File: src/disp_port_pkg.sv
package disp_port_pkg;
  localparam int CLK_MHZ = 50;
  localparam int DATA_W = 16;
  localparam int CMD_W = 18;
  localparam int CMD_WR_BIT = 17;
  localparam int CMD_RS_BIT = 16;
  localparam int FIFO_DEPTH = 32;
  localparam int SETUP_NS = 20;
  localparam int WR_LOW_NS = 40;
  localparam int RD_LOW_NS = 160;
  localparam int HOLD_NS = 20;
  localparam int RES_LOW_NS = 10000;
  localparam int RES_WAIT_NS = 120000;
  localparam int BL_STEP_NS = 200;
  localparam int I2C_Q_NS = 625;
  localparam int TP_CLOCK = 0;
  localparam int TP_DATA = 1;
  localparam int TP_RESET = 2;
  localparam int TP_INT = 3;
  localparam logic STROBE_OFF = 1'b1;
  localparam logic LINE_FREE = 1'b1;
  localparam logic [15:0] BUS_RST = 16'h0000;

  // least times round up, never below one cycle
  function automatic int ns_to_cyc(input int ns);
    int c;
    c = (ns * CLK_MHZ + 999) / 1000;
    return (c < 1) ? 1 : c;
  endfunction : ns_to_cyc

  localparam int SETUP_CYC = ns_to_cyc(SETUP_NS);
  localparam int WR_LOW_CYC = ns_to_cyc(WR_LOW_NS);
  localparam int RD_LOW_CYC = ns_to_cyc(RD_LOW_NS);
  localparam int HOLD_CYC = ns_to_cyc(HOLD_NS);
  localparam int RES_LOW_CYC = ns_to_cyc(RES_LOW_NS);
  localparam int RES_WAIT_CYC = ns_to_cyc(RES_WAIT_NS);
  localparam int BL_STEP_CYC = ns_to_cyc(BL_STEP_NS);
  localparam int I2C_Q_CYC = ns_to_cyc(I2C_Q_NS);

  typedef enum logic [1:0] {
    parallel16_no_touch_variant,
    parallel16_resistive_variant,
    parallel16_capacitive_variant
  } touch_variant_e;

  typedef enum logic [1:0] {
    I2C_OP_START,
    I2C_OP_STOP,
    I2C_OP_WRITE,
    I2C_OP_READ
  } i2c_op_e;
endpackage : disp_port_pkg

File: src/stream_if.sv
`timescale 1ns/1ps
interface stream_if #(parameter int W = 18) ();
  logic valid;
  logic ready;
  logic [W-1:0] data;
  modport src(output valid, output data, input ready);
  modport snk(input valid, input data, output ready);
endinterface : stream_if

File: src/cmd_fifo.sv
`timescale 1ns/1ps
module cmd_fifo
  import disp_port_pkg::*;
#(
  parameter int W = CMD_W,
  parameter int DEPTH = FIFO_DEPTH
) (
  input wire logic ref_clk_i,
  input wire logic rst_i,
  stream_if.snk wr_s,
  stream_if.src rd_s
);
  localparam int AW = $clog2(DEPTH);
  localparam logic [AW:0] FULL = (AW+1)'(DEPTH);

  logic [W-1:0] mem_q [DEPTH];
  logic [AW-1:0] wp_q, wp_d, rp_q, rp_d;
  logic [AW:0] cnt_q, cnt_d;
  logic rdy_q, rdy_d, ov_q, ov_d;
  logic [W-1:0] od_q, od_d;
  logic push, pop;

  assign wr_s.ready = rdy_q;
  assign rd_s.valid = ov_q;
  assign rd_s.data = od_q;

  always_comb begin
    push = wr_s.valid && rdy_q;
    pop = (cnt_q != '0) && (!ov_q || rd_s.ready);
    wp_d = push ? wp_q + 1'b1 : wp_q;
    rp_d = pop ? rp_q + 1'b1 : rp_q;
    cnt_d = cnt_q + (AW+1)'(push) - (AW+1)'(pop);
    rdy_d = cnt_d != FULL;
    ov_d = pop ? 1'b1 : (rd_s.ready ? 1'b0 : ov_q);
    od_d = pop ? mem_q[rp_q] : od_q;
  end

  always_ff @(posedge ref_clk_i) begin
    if (push) begin
      mem_q[wp_q] <= wr_s.data;
    end
    if (rst_i) begin
      wp_q <= '0;
      rp_q <= '0;
      cnt_q <= '0;
      rdy_q <= 1'b0;
      ov_q <= 1'b0;
      od_q <= '0;
    end else begin
      wp_q <= wp_d;
      rp_q <= rp_d;
      cnt_q <= cnt_d;
      rdy_q <= rdy_d;
      ov_q <= ov_d;
      od_q <= od_d;
    end
  end

  full_blocks_a: assert property (@(posedge ref_clk_i) disable iff (rst_i)
    (cnt_q == FULL) |-> !rdy_q)
    else $error("fifo accepts while full");
endmodule : cmd_fifo

File: src/backlight_pwm.sv
`timescale 1ns/1ps
module backlight_pwm
  import disp_port_pkg::*;
(
  input wire logic ref_clk_i,
  input wire logic rst_i,
  input wire logic en_i,
  input wire logic [7:0] duty_i,
  output logic pwm_o
);
  logic [7:0] pre_q, pre_d, step_q, step_d, duty_q, duty_d;
  logic en_q, out_d;
  logic tick;

  always_comb begin
    tick = pre_q == 8'(BL_STEP_CYC - 1);
    pre_d = tick ? 8'h00 : pre_q + 8'h01;
    step_d = tick ? step_q + 8'h01 : step_q;
    // duty taken only at period start so no runt pulses
    duty_d = (tick && step_q == 8'hff) ? duty_i : duty_q;
    out_d = en_q && (step_q < duty_q);
  end

  always_ff @(posedge ref_clk_i) begin
    if (rst_i) begin
      pre_q <= 8'h00;
      step_q <= 8'h00;
      duty_q <= 8'h00;
      en_q <= 1'b0;
      pwm_o <= 1'b0;
    end else begin
      pre_q <= pre_d;
      step_q <= step_d;
      duty_q <= duty_d;
      en_q <= en_i;
      pwm_o <= out_d;
    end
  end

  bl_disable_a: assert property (@(posedge ref_clk_i) disable iff (rst_i)
    !en_q |=> !pwm_o)
    else $error("backlight high while disabled");
  bl_zero_duty_a: assert property (@(posedge ref_clk_i) disable iff (rst_i)
    (duty_q == 8'h00) |=> !pwm_o)
    else $error("backlight high at zero duty");
endmodule : backlight_pwm

File: src/mcu16_display_touch_port.sv
`timescale 1ns/1ps
// Behaviour
// - read strobe low only during each read transfer
// - write strobe low only during each write transfer
// - register select low for index/status, high for memory/data
// - pulse display reset low, release, then start transfers
// - master reset resets all control state; synchronisers and FIFO storage keep theirs
// - 16-bit two-way data bus, driven on writes, sampled on reads
// - backlight output carries a duty-cycle waveform
// - backlight high enables converter, low disables it
// - no-touch variant: pins are GPIO, one pair optionally third I2C
// - resistive variant: four pins are panel electrodes
// - capacitive variant: I2C master drives clock, drives/samples data
// - capacitive variant: dedicated touch controller reset output
// - capacitive variant: touch interrupt monitored as input
// - block runs from one clock of stated rate
module mcu16_display_touch_port
  import disp_port_pkg::*;
#(
  parameter int RES_WAIT = RES_WAIT_CYC
) (
  input wire logic ref_clk_i,
  input wire logic rst_i,
  input wire logic [1:0] touch_variant_i,
  input wire logic cmd_valid_i,
  output logic cmd_ready_o,
  input wire logic cmd_write_i,
  input wire logic cmd_rs_i,
  input wire logic [15:0] cmd_data_i,
  output logic rd_valid_o,
  output logic [15:0] rd_data_o,
  output logic display_ready_o,
  output logic display_read_strobe_n_o,
  output logic display_write_strobe_n_o,
  output logic display_register_select_o,
  output logic display_reset_out_n_o,
  input wire logic [15:0] disp_bus_i,
  output logic [15:0] disp_bus_o,
  output logic disp_bus_oe_n_o,
  input wire logic bl_enable_i,
  input wire logic [7:0] bl_duty_i,
  output logic backlight_o,
  input wire logic [3:0] tp_i,
  output logic [3:0] tp_o,
  output logic [3:0] tp_oe_n_o,
  input wire logic [3:0] pin_out_i,
  input wire logic [3:0] pin_dir_i,
  output logic [3:0] pin_in_o,
  input wire logic third_i2c_en_i,
  input wire logic touch_reset_n_i,
  output logic touch_int_o,
  input wire logic i2c_cmd_valid_i,
  input wire logic [1:0] i2c_cmd_i,
  input wire logic [7:0] i2c_wdata_i,
  input wire logic i2c_rd_nack_i,
  output logic i2c_busy_o,
  output logic i2c_done_o,
  output logic [7:0] i2c_rdata_o,
  output logic i2c_nack_o
);
  typedef enum logic [2:0] {
    D_RES_LOW, D_RES_WAIT, D_IDLE, D_SETUP, D_STROBE, D_HOLD
  } disp_st_e;
  typedef enum logic [1:0] {I_IDLE, I_START, I_STOP, I_BYTE} i2c_st_e;

  stream_if #(.W(CMD_W)) in_s ();
  stream_if #(.W(CMD_W)) out_s ();

  logic [15:0] bus_meta_q, bus_sync_q;
  logic [3:0] tp_meta_q, tp_sync_q;
  touch_variant_e var_q, var_d;
  logic cap, i2c_on;

  assign in_s.valid = cmd_valid_i;
  assign in_s.data = {cmd_write_i, cmd_rs_i, cmd_data_i};
  assign cmd_ready_o = in_s.ready;

  cmd_fifo #(.W(CMD_W), .DEPTH(FIFO_DEPTH)) u_fifo (
    .ref_clk_i(ref_clk_i),
    .rst_i(rst_i),
    .wr_s(in_s),
    .rd_s(out_s)
  );

  backlight_pwm u_bl (
    .ref_clk_i(ref_clk_i),
    .rst_i(rst_i),
    .en_i(bl_enable_i),
    .duty_i(bl_duty_i),
    .pwm_o(backlight_o)
  );

  // variant held from reset, checked later, out of range means no touch
  always_comb begin
    var_d = var_q;
    if (rst_i) begin
      unique case (touch_variant_i)
        2'h1: var_d = parallel16_resistive_variant;
        2'h2: var_d = parallel16_capacitive_variant;
        default: var_d = parallel16_no_touch_variant;
      endcase
    end
    cap = var_q == parallel16_capacitive_variant;
    i2c_on = cap || (var_q == parallel16_no_touch_variant && third_i2c_en_i);
  end

  // pins cross in through two flops; all logic reads the second only
  always_ff @(posedge ref_clk_i) begin
    var_q <= var_d;
    bus_meta_q <= disp_bus_i;
    bus_sync_q <= bus_meta_q;
    tp_meta_q <= tp_i;
    tp_sync_q <= tp_meta_q;
  end

  // display transfer engine
  disp_st_e dst_q, dst_d;
  logic [19:0] dcnt_q, dcnt_d;
  logic cur_wr_q, cur_wr_d;
  logic rd_n_d, wr_n_d, rs_d, res_n_d, oe_n_d, rdv_d, rdy_d;
  logic [15:0] bus_d, rdat_d;

  assign out_s.ready = dst_q == D_IDLE;

  always_comb begin
    dst_d = dst_q;
    dcnt_d = (dcnt_q != '0) ? dcnt_q - 20'h1 : dcnt_q;
    cur_wr_d = cur_wr_q;
    rd_n_d = display_read_strobe_n_o;
    wr_n_d = display_write_strobe_n_o;
    rs_d = display_register_select_o;
    res_n_d = display_reset_out_n_o;
    oe_n_d = disp_bus_oe_n_o;
    bus_d = disp_bus_o;
    rdat_d = rd_data_o;
    rdv_d = 1'b0;
    unique case (dst_q)
      D_RES_LOW: begin
        if (dcnt_q == '0) begin
          res_n_d = 1'b1;
          dst_d = D_RES_WAIT;
          dcnt_d = 20'(RES_WAIT - 1);
        end
      end
      D_RES_WAIT: begin
        if (dcnt_q == '0) begin
          dst_d = D_IDLE;
        end
      end
      D_IDLE: begin
        if (out_s.valid) begin
          cur_wr_d = out_s.data[CMD_WR_BIT];
          rs_d = out_s.data[CMD_RS_BIT];
          bus_d = out_s.data[15:0];
          oe_n_d = !out_s.data[CMD_WR_BIT];
          dst_d = D_SETUP;
          dcnt_d = 20'(SETUP_CYC - 1);
        end
      end
      D_SETUP: begin
        if (dcnt_q == '0) begin
          rd_n_d = cur_wr_q;
          wr_n_d = !cur_wr_q;
          dst_d = D_STROBE;
          dcnt_d = cur_wr_q ? 20'(WR_LOW_CYC - 1) : 20'(RD_LOW_CYC - 1);
        end
      end
      D_STROBE: begin
        if (dcnt_q == '0) begin
          rd_n_d = STROBE_OFF;
          wr_n_d = STROBE_OFF;
          if (!cur_wr_q) begin
            rdat_d = bus_sync_q;
            rdv_d = 1'b1;
          end
          dst_d = D_HOLD;
          dcnt_d = 20'(HOLD_CYC - 1);
        end
      end
      D_HOLD: begin
        if (dcnt_q == '0) begin
          oe_n_d = 1'b1;
          dst_d = D_IDLE;
        end
      end
    endcase
    rdy_d = dst_d != D_RES_LOW && dst_d != D_RES_WAIT;
  end

  always_ff @(posedge ref_clk_i) begin
    if (rst_i) begin
      dst_q <= D_RES_LOW;
      dcnt_q <= 20'(RES_LOW_CYC - 1);
      cur_wr_q <= 1'b0;
      display_read_strobe_n_o <= STROBE_OFF;
      display_write_strobe_n_o <= STROBE_OFF;
      display_register_select_o <= 1'b0;
      display_reset_out_n_o <= 1'b0;
      disp_bus_oe_n_o <= 1'b1;
      disp_bus_o <= BUS_RST;
      rd_data_o <= BUS_RST;
      rd_valid_o <= 1'b0;
      display_ready_o <= 1'b0;
    end else begin
      dst_q <= dst_d;
      dcnt_q <= dcnt_d;
      cur_wr_q <= cur_wr_d;
      display_read_strobe_n_o <= rd_n_d;
      display_write_strobe_n_o <= wr_n_d;
      display_register_select_o <= rs_d;
      display_reset_out_n_o <= res_n_d;
      disp_bus_oe_n_o <= oe_n_d;
      disp_bus_o <= bus_d;
      rd_data_o <= rdat_d;
      rd_valid_o <= rdv_d;
      display_ready_o <= rdy_d;
    end
  end

  // i2c bit engine, quarter-period steps, open-drain lines
  i2c_st_e ist_q, ist_d;
  logic [5:0] qc_q, qc_d;
  logic [1:0] qt_q, qt_d;
  logic [3:0] bit_q, bit_d;
  logic [7:0] sh_q, sh_d, sh_n;
  logic scl_q, scl_d, sda_q, sda_d, rd_q, rd_d, ack_q, ack_d;
  logic nack_d, done_d, busy_d;
  logic [7:0] irdat_d;
  logic tick;
  logic sda_in;

  always_comb begin
    sda_in = tp_sync_q[TP_DATA];
    tick = qc_q == 6'(I2C_Q_CYC - 1);
    ist_d = ist_q;
    qc_d = (ist_q == I_IDLE || tick) ? 6'h00 : qc_q + 6'h01;
    qt_d = qt_q;
    bit_d = bit_q;
    sh_d = sh_q;
    sh_n = rd_q ? sh_q : {sh_q[6:0], 1'b0};
    scl_d = scl_q;
    sda_d = sda_q;
    rd_d = rd_q;
    ack_d = ack_q;
    nack_d = i2c_nack_o;
    irdat_d = i2c_rdata_o;
    done_d = 1'b0;
    if (ist_q == I_IDLE) begin
      if (i2c_cmd_valid_i && i2c_on) begin
        qt_d = 2'h0;
        bit_d = 4'h0;
        unique case (i2c_op_e'(i2c_cmd_i))
          I2C_OP_START: begin
            ist_d = I_START;
            sda_d = LINE_FREE;
          end
          I2C_OP_STOP: begin
            ist_d = I_STOP;
            sda_d = 1'b0;
          end
          I2C_OP_WRITE: begin
            ist_d = I_BYTE;
            rd_d = 1'b0;
            sh_d = i2c_wdata_i;
            sda_d = i2c_wdata_i[7];
          end
          I2C_OP_READ: begin
            ist_d = I_BYTE;
            rd_d = 1'b1;
            ack_d = i2c_rd_nack_i;
            sh_d = 8'h00;
            sda_d = LINE_FREE;
          end
        endcase
      end
    end else if (tick) begin
      qt_d = qt_q + 2'h1;
      unique case (ist_q)
        I_START: begin
          if (qt_q == 2'h0) scl_d = 1'b1;
          if (qt_q == 2'h1) sda_d = 1'b0;
          if (qt_q == 2'h2) scl_d = 1'b0;
          if (qt_q == 2'h3) ist_d = I_IDLE;
        end
        I_STOP: begin
          if (qt_q == 2'h0) scl_d = 1'b1;
          if (qt_q == 2'h1) sda_d = LINE_FREE;
          if (qt_q == 2'h3) ist_d = I_IDLE;
        end
        default: begin
          if (qt_q == 2'h0) scl_d = 1'b1;
          if (qt_q == 2'h1) begin
            if (bit_q != 4'h8 && rd_q) sh_d = {sh_q[6:0], sda_in};
            if (bit_q == 4'h8 && !rd_q) nack_d = sda_in;
          end
          if (qt_q == 2'h2) scl_d = 1'b0;
          if (qt_q == 2'h3) begin
            bit_d = bit_q + 4'h1;
            if (bit_q == 4'h8) begin
              ist_d = I_IDLE;
              sda_d = 1'b0;
              if (rd_q) irdat_d = sh_q;
            end else begin
              sh_d = sh_n;
              if (bit_q == 4'h7) sda_d = rd_q ? ack_q : LINE_FREE;
              else sda_d = rd_q ? LINE_FREE : sh_n[7];
            end
          end
        end
      endcase
      done_d = ist_d == I_IDLE;
    end
    busy_d = ist_d != I_IDLE;
  end

  always_ff @(posedge ref_clk_i) begin
    if (rst_i) begin
      ist_q <= I_IDLE;
      qc_q <= 6'h00;
      qt_q <= 2'h0;
      bit_q <= 4'h0;
      sh_q <= 8'h00;
      scl_q <= LINE_FREE;
      sda_q <= LINE_FREE;
      rd_q <= 1'b0;
      ack_q <= 1'b0;
      i2c_nack_o <= 1'b0;
      i2c_rdata_o <= 8'h00;
      i2c_done_o <= 1'b0;
      i2c_busy_o <= 1'b0;
    end else begin
      ist_q <= ist_d;
      qc_q <= qc_d;
      qt_q <= qt_d;
      bit_q <= bit_d;
      sh_q <= sh_d;
      scl_q <= scl_d;
      sda_q <= sda_d;
      rd_q <= rd_d;
      ack_q <= ack_d;
      i2c_nack_o <= nack_d;
      i2c_rdata_o <= irdat_d;
      i2c_done_o <= done_d;
      i2c_busy_o <= busy_d;
    end
  end

  // touch pin routing per variant
  logic [3:0] tpo_d, tpe_d;
  logic tint_d;

  always_comb begin
    tpo_d = pin_out_i;
    tpe_d = ~pin_dir_i;
    if (i2c_on) begin
      tpo_d[TP_CLOCK] = 1'b0;
      tpe_d[TP_CLOCK] = scl_q;
      tpo_d[TP_DATA] = 1'b0;
      tpe_d[TP_DATA] = sda_q;
    end
    if (cap) begin
      tpo_d[TP_RESET] = touch_reset_n_i;
      tpe_d[TP_RESET] = 1'b0;
      tpo_d[TP_INT] = 1'b0;
      tpe_d[TP_INT] = 1'b1;
    end
    tint_d = cap && !tp_sync_q[TP_INT];
  end

  always_ff @(posedge ref_clk_i) begin
    if (rst_i) begin
      tp_o <= 4'h0;
      tp_oe_n_o <= 4'hf;
      pin_in_o <= 4'h0;
      touch_int_o <= 1'b0;
    end else begin
      tp_o <= tpo_d;
      tp_oe_n_o <= tpe_d;
      pin_in_o <= tp_sync_q;
      touch_int_o <= tint_d;
    end
  end

  strobe_excl_a: assert property (@(posedge ref_clk_i) disable iff (rst_i)
    !(!display_read_strobe_n_o && !display_write_strobe_n_o))
    else $error("read and write strobes low together");
  wr_stable_a: assert property (@(posedge ref_clk_i) disable iff (rst_i)
    !display_write_strobe_n_o && $past(!display_write_strobe_n_o)
    |-> $stable(disp_bus_o) && $stable(display_register_select_o))
    else $error("data or select moved during write strobe");
  wr_width_a: assert property (@(posedge ref_clk_i) disable iff (rst_i)
    $fell(display_write_strobe_n_o) |->
    (!display_write_strobe_n_o && !disp_bus_oe_n_o)[*2] ##1 display_write_strobe_n_o)
    else $error("write strobe width wrong");
  rd_width_a: assert property (@(posedge ref_clk_i) disable iff (rst_i)
    $fell(display_read_strobe_n_o) |->
    (!display_read_strobe_n_o)[*8] ##1 (display_read_strobe_n_o && rd_valid_o))
    else $error("read strobe width or capture wrong");
  rd_release_a: assert property (@(posedge ref_clk_i) disable iff (rst_i)
    !display_read_strobe_n_o |-> disp_bus_oe_n_o)
    else $error("bus driven while reading");
  res_quiet_a: assert property (@(posedge ref_clk_i) disable iff (rst_i)
    !display_reset_out_n_o |-> display_read_strobe_n_o &&
    display_write_strobe_n_o && !display_ready_o)
    else $error("transfer during display reset");
  i2c_od_a: assert property (@(posedge ref_clk_i) disable iff (rst_i)
    cap |=> tp_o[TP_CLOCK] == 1'b0 && tp_o[TP_DATA] == 1'b0)
    else $error("i2c line driven high");
  treset_a: assert property (@(posedge ref_clk_i) disable iff (rst_i)
    cap |=> !tp_oe_n_o[TP_RESET] && tp_o[TP_RESET] == $past(touch_reset_n_i))
    else $error("touch reset not driven");
  tint_in_a: assert property (@(posedge ref_clk_i) disable iff (rst_i)
    cap |=> tp_oe_n_o[TP_INT] && touch_int_o == !$past(tp_sync_q[TP_INT]))
    else $error("touch interrupt not monitored");
  gpio_dir_a: assert property (@(posedge ref_clk_i) disable iff (rst_i)
    !i2c_on && !cap |=> tp_oe_n_o == ~$past(pin_dir_i))
    else $error("gpio direction wrong");
endmodule : mcu16_display_touch_port

File: config.mk
export PLATFORM = sky130hd
export DESIGN_NAME = mcu16_display_touch_port
export DESIGN_NICKNAME = d
export VERILOG_FILES = /design/src/disp_port_pkg.sv /design/src/stream_if.sv /design/src/cmd_fifo.sv /design/src/backlight_pwm.sv /design/src/mcu16_display_touch_port.sv
export SDC_FILE = /design/constraint.sdc
export NUM_CORES = 1
export LEC_CHECK = 0
export BUFFER_PORTS_ARGS = -buffer_cell sky130_fd_sc_hd__buf_4
export CORE_UTILIZATION = 55
export DETAILED_ROUTE_END_ITERATION = 16
export PLACE_DENSITY = 0.83
export SLEW_MARGIN = 20
export SYNTH_ARGS = -nofsm -noshare
export SYNTH_HDL_FRONTEND = slang
export SYNTH_HIERARCHICAL = 1
export SYNTH_SLANG_ARGS = --single-unit
File: constraint.sdc
create_clock -name ref_clk_i -period 5.5 [get_ports ref_clk_i]
set_input_delay 0.275 -clock ref_clk_i [delete_from_list [all_inputs] [get_ports ref_clk_i]]
set_output_delay 0.275 -clock ref_clk_i [all_outputs]
set_load 0.03 [all_outputs]
-- After elaboration in Yosys (flattened, before gate mapping)
Memories as Yosys holds them, arrays and structs flattened. A register that Yosys moved wholly into a read port is not among the register bits.
Index checks and enable logic that the tools add are counted.
- flip-flop bits (word level): 199
- RAM bits: 576
- input port bits: 74
- output and inout bits: 65
- memories: 1
- memories (memory ; words ; bits a word ; read ports ; clocked after memory_dff ; write ports ; RTL line ; source):
    u_fifo.mem_q ; 32 ; 18 ; 1 ; 1 ; 1 ; cmd_fifo.sv:16 ; logic [W-1:0] mem_q [DEPTH];
- $add $sub $neg: 10
- order comparisons: 1
- eq/ne operators: 34
- mux-type cells: 73
- bitwise gates (word level): 7
- reductions and logical operators: 61
- operators with widths (kind ; number):
    $mux W20 ; 5
    $pmux W20 S4 ; 1
    $mux W8 ; 9
    $mux W2 ; 13
    $mux W1 ; 24
    $logic_not A20 Y1 ; 1
    $mux W4 ; 5
    $reduce_bool A20 Y1 ; 1
    $sub A20 B1 Y20 const B ; 1
    $mux W3 ; 6
    $add A8 B1 Y8 const B ; 2
    $pmux W8 S2 ; 1
    $reduce_or A2 Y1 ; 8
    $pmux W3 S5 ; 1
    $reduce_and A3 Y1 ; 5
    $reduce_and A5 Y1 ; 3
    $eq A2 B2 Y1 const B ; 7
    $reduce_bool A2 Y1 ; 7
    $add A5 B1 Y5 const B ; 2
    $logic_and A1 B1 Y1 ; 10
    $logic_not A2 Y1 ; 5
    $pmux W1 S2 ; 5
    $eq A2 B1 Y1 const B ; 4
    $eq A8 B4 Y1 const B ; 1
    35 further kinds ; 59

-- Depth between registers and ports, before layout
- depth after elaboration: 9
- gate-level depth with buffers: 17
- gate-level depth less buffers: 14

-- Hierarchy
The synthesis kept the hierarchy.
- modules (own cells, without submodules) (module ; times used ; cells each ; area an instance (um2) ; sequential area each (um2)):
    cmd_fifo ; 1 ; 1137 ; 23556.3 ; 18017.3
    mcu16_display_touch_port ; 1 ; 653 ; 6120.9 ; 3123.0
    backlight_pwm ; 1 ; 149 ; 1348.8 ; 520.5

-- Worst setup path after synthesis
No wires, ideal clock.
- kind: flip-flop to flip-flop
- from: register dst_q[1]
- to: register u_fifo.rdy_q, in the netlist u_fifo/wr_s.ready
- arrival time: 2.761 ns
- required time: 5.368 ns
- setup slack: 2.607 ns
- stages on the path, launching flop included: 18
- buffers on the path: 3
- cell sequence: dfxtp_1 clkbuf_1 clkbuf_1 inv_1 nor2_1 nand2b_1 nor2b_1 buf_2 ha_1 inv_1 ha_1 inv_1 fa_1 inv_1 a21oi_1 o21bai_1 xnor2_1 a31oi_1
- longest elaborated chain between the ends: 5
- ends and longest elaborated chain (item ; RTL line ; source):
    start, declared ; mcu16_display_touch_port.sv:117 ; disp_st_e dst_q, dst_d;
    start signal, assigned ; mcu16_display_touch_port.sv:205 ; dst_q <= dst_d;
    $eq A3 B2 Y1 ; mcu16_display_touch_port.sv:123 ; assign out_s.ready = dst_q == D_IDLE;
    named net out_s.ready ; stream_if.sv:4 ; logic ready;
    $logic_or A1 B1 Y1 ; cmd_fifo.sv:29 ; pop = (cnt_q != '0) && (!ov_q || rd_s.ready);
    $logic_and A1 B1 Y1 ; cmd_fifo.sv:29 ;
    $sub A6 B1 Y6 ; cmd_fifo.sv:32 ; cnt_d = cnt_q + (AW+1)'(push) - (AW+1)'(pop);
    $ne A6 B6 Y1 ; cmd_fifo.sv:33 ; rdy_d = cnt_d != FULL;
    end signal, assigned ; cmd_fifo.sv:53 ; rdy_q <= rdy_d;
    end, declared ; cmd_fifo.sv:19 ; logic rdy_q, rdy_d, ov_q, ov_d;
The timed path passes the listed nets, and every way through them passes these cells.
A chain may end at the register's enable or synchronous reset.

-- Worst setup path after layout
- from: register dst_q[0]
- to: register u_fifo.rdy_q, in the netlist u_fifo/wr_s.ready
Same word-level chain as after synthesis.

==> impl_metrics.yaml <==
critical_path:
  timing.rr.start: "dst_q[0]"
  startpoint_type: "flip-flop"
  r2r_end: "u_fifo/wr_s.ready"
  r2r.worst_path.cells: 14
  path_class: "reg -> reg"
  reg2reg_slack_ps: 1880
  critical_path_arrival_ps: 4080
  worstSetupEndpointType: "flip-flop"
  worst-endpoint-required_ps: 5960
  crit_fanout: 16
power:
  p_sw_w: 0.00364
  cellInternalPower_w: 0.0106
  power.static_leakage_nw: 12.1
  p_total_w: 0.0142
  vdd.ir_drop.worst_v: 0.000342
  p_per_area_nw_per_um2: 396
  pwr-share-clk_pct: 37.1
  switching_share_of_power_pct: 25.7
  p_comb_share_pct: 15.6
  seqPwrFrac_pct: 47.3
synth:
  ys_seq_elements: 793
  syn_inst: 1939
  netlist.area_leader.share_pct: 55.9
  seq_area_frac_synth_pct: 69.8
  synth_top_flop_cell: "edfxtp_1"
  syn_nets: 2055
  synthArstFlopShare_pct: 0
  cell_types_occupying_the_most_area_after_synthesis: "edfxtp_1 (56%), dfxtp_1 (14%), mux4_2 (7.3%)"
  yosys-top-cells-count: "edfxtp_1 (578), dfxtp_1 (215), nor2_1 (133)"
  post_synth_edffs: 578
  syn-mean-instance-area_um2: 16.0
  synth.yosys.warnings: 6
  post_synth_num_cell_types: 85
  synth_top_area_cell: "edfxtp_1"
  synth.cell_area_um2: 31000
  library_cell_with_the_highest_instance_count_after_synthesis: "edfxtp_1"
timing:
  min_period_over_period_pct: 65.9
  final.setup_skew_ps: 31.4
  fmax_mhz: 276
  worst_slew_pin_slew_ps: 1200
  hold_viol: 0
  fin_setup_tns_ps: 0
  final-setup-viol-count: 0
  rsz0062_at_grt: "no"
  maxSlewHeadroom_pct: 19.8
  layout_min_cycle_time_ps: 3620
  timing_max_transition_violations_final: 0
  timing.final.ws_setup_ps: 1880
global_route:
  first_global_vias: 18700
  antenna_found_initial: 0
  global_route.overflow_total: 0
  grt_start_max_net_pins: 84
  gr-usage-all-layers_pct: 26.3
  grt_pass1_wl_mm: 112
drt:
  drtIter0Drc: 1817
  route.final.wire_length_mm: 75.0
  vias_per_cell: 6.27
  drt_pre_antenna_iters: 6
  drt_drc_violations_left: 0
  avgRoutedWirePerCell_um: 25.4
  route.antenna.remaining_nets: 0
  count_of_vias_placed_by_the_detailed_router: 18500
cts:
  cts_made_buffers: 77
  clkLatencyLatePin_ps: 640
  ctsHoldBuffers: 43
  cts_setup_buffers: 0
  path_clk_slew_ps: 60
  cts_tree: "built"
  htreeDepth: 3
  clk_root_buffer_cell: "clkbuf_16"
  clock_sink_count: 793
  clock_path_buffers: 3
  resized_gates_after_cts: 0
cells_and_area:
  antenna-diode-count: 0
  layout-area-overhead-vs-synth_pct: 15.5
  drive_above_1_share_pct: 20.6
  fin_cells: 2951
  nNetsFinal: 2257
  layout.filler_cells: 3635
  finalCoreUtilization_pct: 64.7
  multi_input_area_um2: 8720
  area.sequential_um2: 21700
floorplan:
  fp.dieH_um: 240
  placement_rows: 86
  io-pin-count: 139
  die-area_um2: 57400
  die_w_um: 240
  initial_utilization_pct: 56.0
  placeableCoreArea_um2: 55400
placed_design:
  dpl.hpwl_mm: 43.2
  numPlacedInstances: 2767
  gp_congestion: 0.909
  placement.io_buffers: 138
  post-place-ws_ps: 1990
status:
  run_status: "finished, final reports clean"
hold_path:
  holdPathEnd: "rd_q"
  min_from: "i2c_cmd_valid_i"
  cell_depth_of_the_worst_min_delay_path: 3
  worst_hold_path_type: "in -> reg"
flow_run:
  timing.max_cap.violations: 0
-- worst max-delay path, cell delays in order, from the launching register on --
cell,delay [ps]
dfxtp_1,450
or2_2,410
nor2_1,100
nand2b_1,160
nor2b_1,540
ha_1,350
inv_1,80
ha_1,170
inv_1,60
fa_1,440
inv_1,90
a21oi_1,80
o21bai_1,240
xnor2_1,180
a31oi_1,110
-- metrics by stage --
stage,instance area [um^2],hold WS (ps)
floorplan,31000,303
global route,35800,34.7
detailed placement,32800,314
CTS,35800,12.8
finish,35800,47.7
global placement,32800,311
-- layout by cell type (no fill, tap or decap), drive strengths merged, types with 36 or more instances in the layout --
| master | Yosys | layout |
|---|---|---|
| clkbuf | 56 | 96 |
| buf | 44 | 180 |
| a21oi | 95 | 95 |
| dlygate4sd3 | 0 | 43 |
| inv | 42 | 46 |
| edfxtp | 578 | 578 |
| mux2i | 108 | 108 |
| o21ai | 36 | 36 |
| dfxtp | 215 | 215 |
| ha | 41 | 41 |
| nor2 | 134 | 134 |
| mux4 | 109 | 109 |
| nand2 | 90 | 90 |
-- cell type report --
cell class	count	area share, %
Clock buffer	96	5.83
Clock inverter	45	1.26
Inverter	42	0.440
Multi-Input combinational cell	1004	24.3
Sequential cell	793	60.5
Tap cell	748	2.61
Timing Repair Buffer	223	5.04
-- power groups by stage --
| stage | clock network [W] | registers, W | logic (W) |
|---|---|---|---|
| 5_1_grt | 0.00555 | 0.00673 | 0.00232 |
| 2_1_floorplan | 0 | 0.00674 | 0.00161 |
| 6_report | 0.00527 | 0.00672 | 0.00221 |
| 4_1_cts | 0.00533 | 0.00672 | 0.00219 |
| 3_3_place_gp | 0 | 0.00684 | 0.00206 |
| 3_5_place_dp | 0 | 0.00685 | 0.00213 |
-- routing by layer --
layer | up-vias | track usage [%] | wire, um
met3 | 166 | 5.53 | 6980
met5 | - | 0 | 0
met1 | 9351 | 33.8 | 28000
met4 | 0 | 7.93 | 2130
met2 | 1052 | 45.1 | 37800
li1 | 7921 | - | -
-- registers in the layout, indices dropped and copies added, names as in the netlist, 5 cells and up, named ones only --
name              cells
sh_q                  7
qc_q                  6
u_fifo/rd_s.data     18
u_bl/duty_q           8
disp_bus_o           16
u_bl/pre_q            8
rd_data_o            16
bus_sync_q           16
i2c_rdata_o           8
bus_meta_q           16
u_fifo/cnt_q          6
dcnt_q               20
u_fifo/rp_q           5
u_bl/step_q           8
u_fifo/mem_q        576
u_fifo/wp_q           5
-- how the worst max path moves through the flow --
stage,cells past startpoint,end,slack [ps],startpoint
after floorplan,17,u_fifo/wr_s.ready,2610,dst_q[1]
after global placement,14,u_fifo/wr_s.ready,2210,dst_q[0]
after detailed placement,14,u_fifo/wr_s.ready,1990,dst_q[2]
after CTS,14,u_fifo/wr_s.ready,1950,dst_q[2]
after global routing,14,u_fifo/wr_s.ready,1650,dst_q[2]
final,14,u_fifo/wr_s.ready,1880,dst_q[0]
-- kinds of logic (layout without fill, tap and decap cells) --
kind of cell               after synthesis  count (layout)  share of synthesized area [%]
DFF                                    793             793                           69.8
and+or+nand+nor                        417             417                           6.98
AOI/OAI and AO/OA                      295             295                           6.81
muxes                                  221             221                           11.7
buffers and inverters                  142             406                           2.20
adders and majority gates               42              42                           1.72
xor gates and xnor gates                29              29                          0.819
(Power assumes the default switching activity.)
